`config.mk`:
```
export PLATFORM = sky130hd
export DESIGN_NAME = evpu_top
export DESIGN_NICKNAME = d
export VERILOG_FILES = /design/src/core/evpu_pkg.sv /design/src/core/evpu_prio_pick.sv /design/src/core/evpu_top.sv
export SDC_FILE = /design/constraint.sdc
export NUM_CORES = 1
export LEC_CHECK = 0
export ABC_AREA = 1
export BUFFER_PORTS_ARGS = -buffer_cell sky130_fd_sc_hd__buf_2
export CAP_MARGIN = 5
export CORE_UTILIZATION = 40
export DETAILED_ROUTE_END_ITERATION = 12
export SYNTH_ARGS = -nofsm -noshare
export SYNTH_HDL_FRONTEND = slang
export SYNTH_HIERARCHICAL = 1
export SYNTH_SLANG_ARGS = --single-unit
```
`constraint.sdc`:
```
create_clock -name i_ref_clk -period 8.2 [get_ports i_ref_clk]
set_clock_uncertainty 0.15 [all_clocks]
set_input_delay 0.41 -clock i_ref_clk [delete_from_list [all_inputs] [get_ports i_ref_clk]]
set_output_delay 0.41 -clock i_ref_clk [all_outputs]
set_load 0.1 [all_outputs]
```
`src/core/evpu_pkg.sv`:
```
// Constants and types shared by the exception vector priority unit
package evpu_pkg;
  localparam logic [5:0]  IDX_TEST_CTRL   = 6'h15;
  localparam logic [5:0]  IDX_TEST_WINDOW = 6'h16;
  localparam logic [5:0]  IDX_PROMO_SEL   = 6'h1F;
  localparam logic [7:0]  ADDR_TEST_CTRL   = {IDX_TEST_CTRL, 2'b00};
  localparam logic [7:0]  ADDR_TEST_WINDOW = {IDX_TEST_WINDOW, 2'b00};
  localparam logic [7:0]  ADDR_PROMO_SEL   = {IDX_PROMO_SEL, 2'b00};

  localparam int          CTRL_OVR_BIT    = 4;
  localparam logic [7:0]  CTRL_RST        = 8'h00;
  localparam logic [7:0]  PROMO_RST       = 8'hF2;
  localparam logic [7:0]  PROMO_MAX       = 8'hF2;
  localparam logic [3:0]  GROUP_TOP       = 4'hF;
  localparam logic [7:0]  GROUP_TOP_MASK  = 8'h07;

  localparam logic [6:0]  IDX_IRQ         = 7'h79;
  localparam int          IDX_HIGH_PRIORITY_PIN_REQUEST        = 122;
  localparam int          LIVE_BITS       = 123;

  localparam logic [15:0] VEC_BASE        = 16'hFF00;
  localparam logic [15:0] VEC_SYS_RESET   = 16'hFFFE;
  localparam logic [15:0] VEC_CLK_MON     = 16'hFFFC;
  localparam logic [15:0] VEC_WATCHDOG    = 16'hFFFA;
  localparam logic [15:0] VEC_TRAP        = 16'hFFF8;
  localparam logic [15:0] VEC_SWI         = 16'hFFF6;
  localparam logic [15:0] VEC_HIGH_PRIORITY_PIN_REQUEST        = 16'hFFF4;

  typedef struct packed {
    logic sys_reset;
    logic clk_mon_reset;
    logic watchdog_reset;
    logic trap;
    logic software_interrupt;
    logic high_priority_pin_request;
  } evpu_exc_t;

  typedef struct packed {
    logic       special_mode;
    logic       i_mask;
    logic       x_mask;
  } evpu_cpu_t;
endpackage

```
`src/core/evpu_prio_pick.sv`:
```
// Highest-index finder for the maskable request vector
`timescale 1ns/10ps
`default_nettype none
module evpu_prio_pick #(
  parameter int WIDTH = 122,
  parameter int IW    = 7
) (
  input  wire logic [WIDTH-1:0] i_req,
  output logic                  o_any,
  output logic      [IW-1:0]    o_idx
);
  always_comb begin
    o_any = 1'b0;
    o_idx = '0;
    for (int k = 0; k < WIDTH; k++) begin
      if (i_req[k]) begin
        o_any = 1'b1;
        o_idx = IW'(k);
      end
    end
  end
endmodule
`default_nettype wire

```
`src/core/evpu_top.sv`:
```
// Exception vector priority unit with test and promotion registers
`timescale 1ns/10ps
`default_nettype none
// Operation
// - Override bit writable: special mode, both masks
// - Override feeds decoder from test registers
// - Pending requests kept when override sets
// - Group select chooses test register, anytime
// - Test reads: live/stored in special, else zero
// - Test writes: special, override, I mask
// - Each test bit forces one vector
// - One test register per eight vectors
// - Top group: only bits 2..0 usable
// - Unimplemented group: writes ignored, reads zero
// - Promotion register writable only with I mask
// - Invalid promotion value falls back to IRQ
// - Promoted request wins among maskable sources
// - Tick interrupt takes the vacated slot
// - Priority resolved when CPU requests vector
// - Vanished request gives last valid vector
// - Never pending gives software interrupt vector
// - Reset requests map to their vectors
// - Fixed priority order, resets down to FF00
// - Wake on enabled interrupt or pin request
module evpu_top #(
  parameter int         I_VECTORS = 122,
  parameter logic [6:0] RTI_IDX   = 7'h78
) (
  input  wire logic                 i_ref_clk,
  input  wire logic                 i_reset_n,
  input  wire logic                 i_psel,
  input  wire logic                 i_penable,
  input  wire logic                 i_pwrite,
  input  wire logic [7:0]           i_paddr,
  input  wire logic [31:0]          i_pwdata,
  output logic      [31:0]          o_prdata,
  output logic                      o_pready,
  output logic                      o_pslverr,
  input  wire logic [121:0]         i_irq_lines,
  input  wire evpu_pkg::evpu_exc_t  i_exc,
  input  wire evpu_pkg::evpu_cpu_t  i_cpu,
  input  wire logic                 i_vec_req,
  output logic      [15:0]          o_vec_addr,
  output logic                      o_int_pending,
  output logic                      o_wakeup
);
  logic                              override_r;
  logic [3:0]                        group_r;
  logic [6:0]                        promo_r;
  logic [evpu_pkg::LIVE_BITS-1:0]    store_r;
  logic [15:0]                       last_vec_r;
  logic                              seen_r;
  logic [evpu_pkg::LIVE_BITS-1:0]    live_w;
  logic [evpu_pkg::LIVE_BITS-1:0]    src_w;
  logic [121:0]                      mask_w;
  logic [121:0]                      perm_w;
  logic                              pick_any_w;
  logic [6:0]                        pick_idx_w;
  logic [6:0]                        promo_idx_w;
  logic [6:0]                        win_idx_w;
  logic                              any_w;
  logic [15:0]                       cur_vec_w;
  logic                              setup_w;
  logic                              wr_w;
  logic                              mapped_w;
  logic                              ovr_ok_w;
  logic                              test_ok_w;
  logic                              grp_impl_w;
  logic [7:0]                        grp_mask_w;
  logic [7:0]                        grp_live_w;
  logic [7:0]                        grp_store_w;
  logic [7:0]                        rd_w;

  function automatic logic [15:0] vec_of(input logic [6:0] idx);
    vec_of = evpu_pkg::VEC_BASE | {8'h00, idx, 1'b0};
  endfunction

  function automatic logic [7:0] group_bits(input logic [evpu_pkg::LIVE_BITS-1:0] v, input logic [3:0] g);
    logic [7:0] b;
    b = 8'h00;
    for (int j = 0; j < 8; j++) begin
      if ((int'(g) * 8 + j) < evpu_pkg::LIVE_BITS) begin
        b[j] = v[int'(g) * 8 + j];
      end
    end
    group_bits = b;
  endfunction

  // APB access phase control
  assign setup_w  = i_psel && i_penable && !o_pready;
  assign wr_w     = i_psel && i_penable && o_pready && i_pwrite;
  assign mapped_w = (i_paddr == evpu_pkg::ADDR_TEST_CTRL) || (i_paddr == evpu_pkg::ADDR_TEST_WINDOW) ||
                    (i_paddr == evpu_pkg::ADDR_PROMO_SEL);
  assign live_w   = {i_exc.high_priority_pin_request, i_irq_lines};

  assign ovr_ok_w  = i_cpu.special_mode && i_cpu.i_mask && i_cpu.x_mask;
  assign test_ok_w = i_cpu.special_mode && override_r && i_cpu.i_mask;

  always_comb begin
    grp_impl_w = (int'(group_r) * 8 < I_VECTORS) || (group_r == evpu_pkg::GROUP_TOP);
    grp_mask_w = (group_r == evpu_pkg::GROUP_TOP) ? evpu_pkg::GROUP_TOP_MASK : 8'hFF;
    if (!grp_impl_w) begin
      grp_mask_w = 8'h00;
    end
    grp_live_w  = group_bits(live_w, group_r) & grp_mask_w;
    grp_store_w = group_bits(store_r, group_r) & grp_mask_w;
  end

  always_comb begin
    rd_w = 8'h00;
    if (i_paddr == evpu_pkg::ADDR_TEST_CTRL) begin
      rd_w = {3'b000, override_r, group_r};
    end else if (i_paddr == evpu_pkg::ADDR_TEST_WINDOW) begin
      if (i_cpu.special_mode) begin
        rd_w = override_r ? grp_store_w : grp_live_w;
      end
    end else if (i_paddr == evpu_pkg::ADDR_PROMO_SEL) begin
      rd_w = {promo_r, 1'b0};
    end
  end

  always_ff @(posedge i_ref_clk or negedge i_reset_n) begin
    if (!i_reset_n) begin
      o_pready  <= 1'b0;
      o_prdata  <= 32'h0000_0000;
      o_pslverr <= 1'b0;
    end else begin
      o_pready  <= setup_w;
      o_pslverr <= setup_w && !mapped_w;
      if (setup_w && !i_pwrite) begin
        o_prdata <= {24'h00_0000, rd_w};
      end else if (setup_w) begin
        o_prdata <= 32'h0000_0000;
      end
    end
  end

  always_ff @(posedge i_ref_clk or negedge i_reset_n) begin
    if (!i_reset_n) begin
      group_r    <= evpu_pkg::CTRL_RST[3:0];
      override_r <= evpu_pkg::CTRL_RST[evpu_pkg::CTRL_OVR_BIT];
    end else if (wr_w && i_paddr == evpu_pkg::ADDR_TEST_CTRL) begin
      group_r <= i_pwdata[3:0];
      if (ovr_ok_w) begin
        override_r <= i_pwdata[evpu_pkg::CTRL_OVR_BIT];
      end
    end
  end

  // Capture pending inputs as override sets
  always_ff @(posedge i_ref_clk or negedge i_reset_n) begin
    if (!i_reset_n) begin
      store_r <= '0;
    end else if (wr_w && i_paddr == evpu_pkg::ADDR_TEST_CTRL && ovr_ok_w &&
                 i_pwdata[evpu_pkg::CTRL_OVR_BIT] && !override_r) begin
      store_r <= live_w;
    end else if (wr_w && i_paddr == evpu_pkg::ADDR_TEST_WINDOW && test_ok_w) begin
      for (int j = 0; j < 8; j++) begin
        if (grp_mask_w[j] && (int'(group_r) * 8 + j) < evpu_pkg::LIVE_BITS) begin
          store_r[int'(group_r) * 8 + j] <= i_pwdata[j];
        end
      end
    end
  end

  always_ff @(posedge i_ref_clk or negedge i_reset_n) begin
    if (!i_reset_n) begin
      promo_r <= evpu_pkg::PROMO_RST[7:1];
    end else if (wr_w && i_paddr == evpu_pkg::ADDR_PROMO_SEL && i_cpu.i_mask) begin
      promo_r <= i_pwdata[7:1];
    end
  end

  assign src_w  = override_r ? store_r : live_w;
  // IRQ source always present, whatever the vector count
  assign mask_w = (i_cpu.i_mask ? 122'h0 : ~122'h0) & src_w[121:0] &
                  (((I_VECTORS >= 122) ? ~122'h0 : ((122'h1 << I_VECTORS) - 122'h1)) |
                   (122'h1 << evpu_pkg::IDX_IRQ));

  assign promo_idx_w = ({promo_r, 1'b0} <= evpu_pkg::PROMO_MAX && int'(promo_r) < I_VECTORS) ?
                       promo_r : evpu_pkg::IDX_IRQ;

  // Tick source moves into vacated slot
  always_comb begin
    perm_w = mask_w;
    if (promo_idx_w != RTI_IDX) begin
      perm_w[promo_idx_w] = mask_w[RTI_IDX];
      perm_w[RTI_IDX]     = 1'b0;
    end
  end

  evpu_prio_pick #(
    .WIDTH (122),
    .IW    (7)
  ) u_pick (
    .i_req (perm_w),
    .o_any (pick_any_w),
    .o_idx (pick_idx_w)
  );

  always_comb begin
    if (mask_w[promo_idx_w]) begin
      win_idx_w = promo_idx_w;
    end else if (pick_idx_w == promo_idx_w) begin
      win_idx_w = RTI_IDX;
    end else begin
      win_idx_w = pick_idx_w;
    end
  end

  always_comb begin
    any_w     = 1'b1;
    cur_vec_w = vec_of(win_idx_w);
    if (i_exc.sys_reset) begin
      cur_vec_w = evpu_pkg::VEC_SYS_RESET;
    end else if (i_exc.clk_mon_reset) begin
      cur_vec_w = evpu_pkg::VEC_CLK_MON;
    end else if (i_exc.watchdog_reset) begin
      cur_vec_w = evpu_pkg::VEC_WATCHDOG;
    end else if (i_exc.trap) begin
      cur_vec_w = evpu_pkg::VEC_TRAP;
    end else if (i_exc.software_interrupt) begin
      cur_vec_w = evpu_pkg::VEC_SWI;
    end else if (src_w[evpu_pkg::IDX_HIGH_PRIORITY_PIN_REQUEST] && !i_cpu.x_mask) begin
      cur_vec_w = evpu_pkg::VEC_HIGH_PRIORITY_PIN_REQUEST;
    end else if (!pick_any_w && !mask_w[promo_idx_w]) begin
      any_w = 1'b0;
    end
  end

  // Reset value is software interrupt vector
  always_ff @(posedge i_ref_clk or negedge i_reset_n) begin
    if (!i_reset_n) begin
      last_vec_r <= evpu_pkg::VEC_SWI;
      seen_r     <= 1'b0;
    end else if (any_w) begin
      last_vec_r <= cur_vec_w;
      seen_r     <= 1'b1;
    end
  end

  // Vector frozen while CPU requests it
  always_ff @(posedge i_ref_clk or negedge i_reset_n) begin
    if (!i_reset_n) begin
      o_vec_addr    <= evpu_pkg::VEC_SWI;
      o_int_pending <= 1'b0;
    end else begin
      o_int_pending <= any_w;
      if (!i_vec_req) begin
        o_vec_addr <= any_w ? cur_vec_w : last_vec_r;
      end
    end
  end

  // Wake on enabled request or pin request
  always_ff @(posedge i_ref_clk or negedge i_reset_n) begin
    if (!i_reset_n) begin
      o_wakeup <= 1'b0;
    end else begin
      o_wakeup <= any_w || i_exc.high_priority_pin_request;
    end
  end

  a_ovr_write_gate: assert property (@(posedge i_ref_clk) disable iff (!i_reset_n)
    (wr_w && i_paddr == evpu_pkg::ADDR_TEST_CTRL && !ovr_ok_w) |=> $stable(override_r))
    else $error("override bit changed without permission");
  a_test_wr_block: assert property (@(posedge i_ref_clk) disable iff (!i_reset_n)
    (wr_w && i_paddr == evpu_pkg::ADDR_TEST_WINDOW && !test_ok_w) |=> $stable(store_r))
    else $error("test register written while blocked");
  a_normal_read_zero: assert property (@(posedge i_ref_clk) disable iff (!i_reset_n)
    (setup_w && !i_pwrite && i_paddr == evpu_pkg::ADDR_TEST_WINDOW && !i_cpu.special_mode) |=>
    (o_pready && o_prdata == 32'h0000_0000))
    else $error("test read not zero in normal mode");
  a_top_group_high: assert property (@(posedge i_ref_clk) disable iff (!i_reset_n)
    (setup_w && !i_pwrite && i_paddr == evpu_pkg::ADDR_TEST_WINDOW && group_r == evpu_pkg::GROUP_TOP) |=>
    (o_prdata[7:3] == 5'b00000))
    else $error("top group upper bits not zero");
  a_promo_gate: assert property (@(posedge i_ref_clk) disable iff (!i_reset_n)
    (wr_w && i_paddr == evpu_pkg::ADDR_PROMO_SEL && !i_cpu.i_mask) |=> $stable(promo_r))
    else $error("promotion written without I mask");
  a_reset_vector: assert property (@(posedge i_ref_clk) disable iff (!i_reset_n)
    (!i_vec_req && i_exc.sys_reset) |=> (o_vec_addr == evpu_pkg::VEC_SYS_RESET))
    else $error("system reset vector wrong");
  a_vec_hold: assert property (@(posedge i_ref_clk) disable iff (!i_reset_n)
    (i_vec_req && $past(i_vec_req)) |-> $stable(o_vec_addr))
    else $error("vector moved during request");
  a_swi_default: assert property (@(posedge i_ref_clk) disable iff (!i_reset_n)
    (!seen_r && !any_w && !i_vec_req) |=> (o_vec_addr == evpu_pkg::VEC_SWI))
    else $error("default vector is not software interrupt");
  a_wake_pin: assert property (@(posedge i_ref_clk) disable iff (!i_reset_n)
    i_exc.high_priority_pin_request |=> o_wakeup)
    else $error("no wake on pin request");
  a_ovr_capture: assert property (@(posedge i_ref_clk) disable iff (!i_reset_n)
    $rose(override_r) |-> (store_r == $past(live_w)))
    else $error("pending inputs not captured");

  // End-to-end vector, pending, wake and bus checks
  a_promo_first: assert property (@(posedge i_ref_clk) disable iff (!i_reset_n)
    (!i_vec_req && mask_w[promo_idx_w] && i_exc[5:1] == 5'h00 && !(src_w[evpu_pkg::IDX_HIGH_PRIORITY_PIN_REQUEST] && !i_cpu.x_mask)) |=>
    (o_vec_addr == (evpu_pkg::VEC_BASE | {8'h00, $past(promo_idx_w), 1'b0})))
    else $error("promoted request did not win");
  a_high_priority_pin_request_vector: assert property (@(posedge i_ref_clk) disable iff (!i_reset_n)
    (!i_vec_req && i_exc[5:1] == 5'h00 && src_w[evpu_pkg::IDX_HIGH_PRIORITY_PIN_REQUEST] && !i_cpu.x_mask) |=>
    (o_vec_addr == evpu_pkg::VEC_HIGH_PRIORITY_PIN_REQUEST))
    else $error("pin request vector wrong");
  a_trap_vector: assert property (@(posedge i_ref_clk) disable iff (!i_reset_n)
    (!i_vec_req && i_exc[5:3] == 3'h0 && i_exc.trap) |=> (o_vec_addr == evpu_pkg::VEC_TRAP))
    else $error("trap vector wrong");
  a_pending_level: assert property (@(posedge i_ref_clk) disable iff (!i_reset_n)
    any_w |=> o_int_pending)
    else $error("pending flag missing");
  a_masked_quiet: assert property (@(posedge i_ref_clk) disable iff (!i_reset_n)
    (i_cpu.i_mask && i_cpu.x_mask && i_exc[5:1] == 5'h00) |=> !o_int_pending)
    else $error("masked request shown as pending");
  a_wake_valid: assert property (@(posedge i_ref_clk) disable iff (!i_reset_n)
    any_w |=> o_wakeup)
    else $error("no wake on valid request");
  a_pready_pulse: assert property (@(posedge i_ref_clk) disable iff (!i_reset_n)
    o_pready |=> !o_pready)
    else $error("ready longer than one cycle");
  a_err_with_ready: assert property (@(posedge i_ref_clk) disable iff (!i_reset_n)
    o_pslverr |-> o_pready)
    else $error("error without ready");
  a_rd_upper_zero: assert property (@(posedge i_ref_clk) disable iff (!i_reset_n)
    o_pready |-> (o_prdata[31:8] == 24'h00_0000))
    else $error("read data upper bits not zero");
endmodule
`default_nettype wire

```
**After elaboration in Yosys (flattened, before gate mapping)**

Cells that the tools add are included.

- Reductions and logical operators: 52
- Eq/ne operators: 6
- Muxes and demuxes: 387
- Multipliers: 0
- Add/sub/neg operators: 7
- Divide/modulo/power cells: 0
- Bitwise logic cells: 3
- $lt $le $gt $ge: 29
- Shift-type cells: 0

Operators by type and width:

| operator | count |
|---|---|
| 123-bit two-way mux | 25 |
| 123-bit bitwise mux | 8 |
| 7-bit two-way mux | 61 |
| 122-bit two-way mux | 2 |
| 32-bit by 8-bit less-than comparator with 1-bit output, second input constant | 7 |
| 6-bit two-way mux | 32 |
| 1-bit two-way mux | 186 |
| 122-bit bitwise AND | 1 |
| 122-bit bitwise mux | 1 |
| 1-bit binary-select mux with 7-bit select | 15 |
| 8-bit two-way mux | 13 |
| 5-bit two-way mux | 16 |
| 32-bit two-way mux | 2 |
| 1-bit demux with 7-bit select | 8 |
| 8-bit by 1-bit >= comparator with 1-bit output, second input constant | 7 |
| 8-bit less-than comparator, second input constant | 7 |
| 1-bit logical AND | 38 |
| 7-bit by 3-bit adder with 8-bit output, second input constant | 4 |
| 4-bit two-way mux | 8 |
| 8-bit by 7-bit == test with 1-bit output, second input constant | 3 |
| 7-bit less-than comparator, second input constant | 3 |
| 7-bit by 2-bit adder with 8-bit output, second input constant | 2 |
| 8-bit bitwise AND | 2 |
| 7-bit by 8-bit less-than comparator with 1-bit output, second input constant | 2 |
| other kinds (15) | 31 |

- Memory bits (writable): 0
- Word-level logic and storage cells: 495
- Output and inout bits: 52
- Bits in latches: 0
- Register bits: 203
- Memory bits (read-only): 0
- Memories kept: 0

**Longest topological paths before layout**

- Depth after elaboration: 141
- Gate-level depth with buffers: 144
- Depth with buffers taken out: 141

**Modules after synthesis**

The synthesis kept the hierarchy.

Modules (own cells, without submodules):

| module | area each (µm²) | times used | cells an instance |
|---|---|---|---|
| evpu_top | 15,797.7 | 1 | 2,434 |
| evpu_prio_pick | 2,737.6 | 1 | 449 |

**Worst setup path after synthesis**

OpenSTA, ideal clock, no wires.

- Kind: reg2reg
- From: register promo_r[4]
- To: register o_vec_addr[2]
- Cell stages (with the launch flop): 140
- Data required time: 7.973 ns
- Path slack: 0.023 ns
- Arrival time: 7.951 ns
- Buffers on the path: 3
- Setup time: 0.077 ns
- Path through: dfstp_2 > buf_2 > nand4_1 > nand2_1 > nor2_1 > buf_2 > inv_1 > nor2_1 > clkbuf_1 > nand2_1 > o21ai_0 > inv_1 > nand2_1 > nand2_1 > nand2_1 > nand2_1 > nand2_1 > nand2_1 > [... 104 more ...] > nand2_1 > nand2_1 > nand2_1 > nand2_1 > nand2_1 > nand2_1 > nand2_1 > nand2_1 > nand2_1 > nand2_1 > xnor2_1 > nand2_1 > inv_1 > nor3_1 > o21ai_0 > nand3_1 > nand3b_1 > nand2_1

RTL lines:

| element | RTL line | source |
|---|---|---|
| from (decl) | evpu_top.sv:49 | `logic [6:0] promo_r;` |
| from (signal assigned) | evpu_top.sv:168 | `promo_r <= evpu_pkg::PROMO_RST[7:1];` |
| from (signal assigned) | evpu_top.sv:170 | `promo_r <= i_pwdata[7:1];` |
| 8-bit <= comparator / 7-bit less-than comparator (equally long branches) | evpu_top.sv:180 | `assign promo_idx_w = ({promo_r, 1'b0} <= evpu_pkg::PROMO_MAX && int'(promo_r) < I_VECTORS) ?` |
| 1-bit logical AND | evpu_top.sv:180 |  |
| 7-bit two-way mux (*) | evpu_top.sv:180 |  |
| 7-bit by 8-bit less-than comparator with 1-bit output (implied by the code) / 7-bit by 1-bit >= comparator with 1-bit output (equally long branches) | evpu_top.sv:187 | `perm_w[promo_idx_w] = mask_w[RTI_IDX];` |
| 1-bit logical AND (implied by the code) | evpu_top.sv:187 |  |
| 1-bit two-way mux (implied by the code) | evpu_top.sv:187 |  |
| 1-bit demux with 7-bit select | evpu_top.sv:187 |  |
| 122-bit bitwise mux | evpu_top.sv:187 |  |
| [... 1 more ...] | n/a |  |
| via perm_w[2] | evpu_top.sv:56 | `logic [121:0] perm_w;` |
| [... 120 more ...] | n/a |  |
| via pick_idx_w[0] | evpu_top.sv:58 | `logic [6:0] pick_idx_w;` |
| [... 2 more ...] | n/a |  |
| 7-bit two-way mux (*) | evpu_top.sv:202 | `if (mask_w[promo_idx_w]) begin` |
| 8-bit two-way mux (*) | evpu_top.sv:224 | `end else if (src_w[evpu_pkg::IDX_HIGH_PRIORITY_PIN_REQUEST] && !i_cpu.x_mask) begin` |
| 8-bit two-way mux (*) | evpu_top.sv:222 | `end else if (i_exc.software_interrupt) begin` |
| 8-bit two-way mux (*) | evpu_top.sv:220 | `end else if (i_exc.trap) begin` |
| 8-bit two-way mux (*) | evpu_top.sv:218 | `end else if (i_exc.watchdog_reset) begin` |
| 8-bit two-way mux (*) | evpu_top.sv:216 | `end else if (i_exc.clk_mon_reset) begin` |
| 8-bit two-way mux (*) | evpu_top.sv:214 | `if (i_exc.sys_reset) begin` |
| 16-bit two-way mux (*) | n/a |  |
| to (signal assigned) | evpu_top.sv:245 | `o_vec_addr <= evpu_pkg::VEC_SWI;` |
| to (signal assigned) | evpu_top.sv:250 | `o_vec_addr <= any_w ? cur_vec_w : last_vec_r;` |
| to (decl) | evpu_top.sv:43 | `output logic [15:0] o_vec_addr,` |

The timed path passes the listed nets; every way through them passes the cells marked *. The select of a mux whose other input is x is not followed.
A chain may end at the register's enable or synchronous reset.

**Worst setup path in the final report**

- From: register override_r
- To: register o_vec_addr[4]

RTL lines:

| element | RTL line | source |
|---|---|---|
| from (decl) | evpu_top.sv:47 | `logic override_r;` |
| from (signal assigned) | evpu_top.sv:141 | `override_r <= evpu_pkg::CTRL_RST[evpu_pkg::CTRL_OVR_BIT];` |
| from (signal assigned) | evpu_top.sv:145 | `override_r <= i_pwdata[evpu_pkg::CTRL_OVR_BIT];` |
| 123-bit two-way mux (*) | evpu_top.sv:174 | `assign src_w = override_r ? store_r : live_w;` |
| 122-bit bitwise AND (*) | evpu_top.sv:176 | `assign mask_w = (i_cpu.i_mask ? 122'h0 : ~122'h0) & src_w[121:0] &` |
| 122-bit bitwise mux | evpu_top.sv:187 |  |
| 122-bit two-way mux (*) | evpu_top.sv:186 | `if (promo_idx_w != RTI_IDX) begin` |
| via perm_w[1] | evpu_top.sv:56 |  |
| 1-bit two-way mux (*) | evpu_prio_pick.sv:16 | `if (i_req[k]) begin` |
| 2-bit two-way mux (*) (2 in series) | evpu_prio_pick.sv:16 |  |
| 3-bit two-way mux (*) (4 in series) | evpu_prio_pick.sv:16 |  |
| [... 114 more ...] | n/a |  |
| via pick_idx_w[0] | evpu_top.sv:58 |  |
| [... 2 more ...] | n/a |  |
| 7-bit two-way mux (*) | evpu_top.sv:202 |  |
| 8-bit two-way mux (*) | evpu_top.sv:224 |  |
| 8-bit two-way mux (*) | evpu_top.sv:222 |  |
| 8-bit two-way mux (*) | evpu_top.sv:220 |  |
| 8-bit two-way mux (*) | evpu_top.sv:218 |  |
| 8-bit two-way mux (*) | evpu_top.sv:216 |  |
| 8-bit two-way mux (*) | evpu_top.sv:214 |  |
| 16-bit two-way mux (*) | n/a |  |

Marked as above.

==> out/summary.txt <==
outcome -> finished with violations
failing checks -> negative setup slack
number of pins with negative max-slew slack in the final report -> 0
Post-synth ARST share -> 100%
row count -> 78
synth warn -> 6
Final Cell Area -> 0.0212 sq mm
Top cell by count, worst path -> nand2_1
Yosys top cell area share -> 19.7%
commonest non-fill, non-tap cells in the layout -> 809 x nand2_1, 305 x o21ai_0, 301 x inv_1
worst hold path type -> primary input to register
Most used DFF post-synth -> dfrtp_1
total track usage -> 37.5%
r2r setup slk -> -0.17 ns
CTS tree -> built
clk slew on worst S/H paths -> 0.08 ns
Max FO, Critical Path -> 18
sequential share of the synthesized area -> 24.4%
PortBufs -> 180
Worst Path Buf+Inv -> 5
Max Freq -> 0.119 GHz
CTS Buffer Depth -> 2
vias in the first global route -> 19533
DP Area -> 0.0204 sq mm
diode count -> 0
initial antenna violation count -> 0
maximum vdd drop -> 0.122 mV
maximum capacitance violations -> 0
pre-CTS setup slack -> -0.253 ns
crit end category -> register
final hold vios -> 0
worst hold stages -> 3
gr ovfl total -> 0
nets -> 3233
share of cells above drive strength 1 -> 17.1%
GP Congestion -> 1.01
total CTS buffers -> 17
die area -> 0.0472 sq mm
num ports -> 229
syn avg cell area -> 6.43 sq um
clock period minus worst slack -> 8.37 ns
First-pass DRT Iterations -> 6
Worst R2R End -> o_vec_addr[4]$_DFFE_PN1N_
Arr. time, crit path -> 8.65 ns
post-route ant nets -> 0
Die Y -> 217 um
Area growth syn-to-layout -> 14.1%
worst slew pin tran -> 1.20 ns
Setup WS post-layout -> -0.171 ns
Hold Path End -> store_r[34]$_DFFE_PN0P_
final core utilization -> 46.4%
Critical-path top delay cell -> dfrtp_4
Syn Inst Count -> 2883
Mapped Area -> 0.0185 sq mm
Residual DRC -> 0
EDFF count, synth -> 0
H-tree depth -> 4
synthesis-stage register bit count -> 179
required time worst endpoint -> 8.48 ns
core area -> 0.0456 sq mm
FF-to-FF Start -> override_r$_DFFE_PN0P_
Die W -> 217 um
Yosys top cell by area -> dfrtp_1
WHS -> 0.0165 ns
Initial Util -> 40.7%
Pwr Density -> 101 mW/mm^2
CTS Sinks -> 179
Slowest Stage Delay on Critical Path -> 0.43 ns
unrepaired setup endpoints after global routing -> yes
Netlist cell types -> 53
critical path launch point type -> register
total power -> 2.14 mW
LEAKAGE -> 10.7 nW
Worst-Skew Late Latency -> 0.50 ns
DP Wirelength -> 69.0 mm
most common cell after layout, fill and taps aside -> nand2_1
largest net degree at the start of global routing -> 86
first-pass GRT wire length -> 129 mm
Worst Reg2Reg Path Length in Cells -> 133
HP Start -> i_irq_lines[34]
vias per cell -> 5.86
WL final -> 89.6 mm
1st-iter DRT viols -> 2740
Synth area leaders -> dfrtp_1 20%, nand2_1 16%, o21ai_0 8.5%
Worst slew margin -> 19.0%
Finish-stage setup viols -> 10
CTS root buf -> clkbuf_16
Final period util -> 102%
routed len/inst -> 24.4 um
family with the most delay on the worst path -> simple AND/OR/NAND/NOR gates
vias -> 21498
Crit Path Class -> register to register
## routing by layer
layer	share of wire, %	global-route usage (%)
met5	0	0
met4	4.5	17.0
met3	11	10.3
met2	42	55.1
met1	42	50.9
## cell type report
class	count	area (sq um)
clock inverter	14	158
inverter	384	2420
clock buffer	18	439
fill	4797	24400
sequential	179	4520
multi-input combinational	2155	10900
timing repair buffer	318	1980
tap	600	751
## synth_stat cells, drive strengths merged, types with 31 or more instances
| master | number |
|---|---|
| nand2 | 820 |
| clkbuf | 100 |
| mux2i | 104 |
| dfrtp | 146 |
| inv | 309 |
| nor2 | 247 |
| nand3 | 252 |
| a22oi | 31 |
| o22ai | 50 |
| bufinv | 71 |
| o21ai | 328 |
| dfstp | 33 |
| a21oi | 76 |
| buf | 88 |
| a31oi | 45 |
## worst max path at each step
stage                     cells past startpoint                    from  slack (ns)                        end
after floorplan                             139  promo_r[4]$_DFFE_PN1P_        0.02  o_vec_addr[2]$_DFFE_PN1N_
after global placement                      133  override_r$_DFFE_PN0P_       -0.32  o_vec_addr[2]$_DFFE_PN1N_
after detailed placement                    133  override_r$_DFFE_PN0P_       -0.25  o_vec_addr[4]$_DFFE_PN1N_
after CTS                                   134  promo_r[3]$_DFFE_PN1P_        -0.1  o_vec_addr[4]$_DFFE_PN1N_
after global routing                        136  promo_r[3]$_DFFE_PN1P_       -1.64  o_vec_addr[4]$_DFFE_PN1N_
final                                       133  override_r$_DFFE_PN0P_       -0.17  o_vec_addr[4]$_DFFE_PN1N_
## metrics by stage
stage                     cells  setup TNS [ns]
after detailed placement   3625           -2.03
after global placement     3625           -3.00
after CTS                  3665          -0.570
final                      3668          -0.752
after floorplan            2906               0
after global routing       3668          -21.14
## tightest hold or removal path, stage by stage
cell and delay [ns]:
buf_2 0.11, nand2_1 0.06, a31oi_1 0.07
## flip-flops by register name (all words and copies together), names as in the netlist
name,count
group_r,4
last_vec_r,16
o_int_pending,1
o_prdata,8
o_pready,1
o_pslverr,1
o_vec_addr,16
o_wakeup,1
override_r,1
promo_r,7
store_r,123
## cells by family after synthesis
logic type / count (synthesis) / synth area share (%)
simple gates: 1362 / 30.1
compound gates: 638 / 20.4
buf+inv: 572 / 17.9
flops: 179 / 24.4
mux: 125 / 6.89
xor+xnor: 5 / 0.236
fa+ha+maj: 1 / 0.0675
other cells: 1 / 0.0202
## what timing repair did
item,in CTS,in global routing
setup endpoints to repair,14,14
resized for setup,11,19
hold endpoints to repair,60,0
pin swaps,8,13
setup buffers,6,3
hold buffers,2,0
## power breakdown
part	switching, mW	total (mW)	internal (mW)
combinational	0.275	0.359	0.0838
clock	0.446	0.886	0.440
sequential	0.00462	0.899	0.894
total	0.726	2.14	1.42
Power figures use the tool's default switching activity.
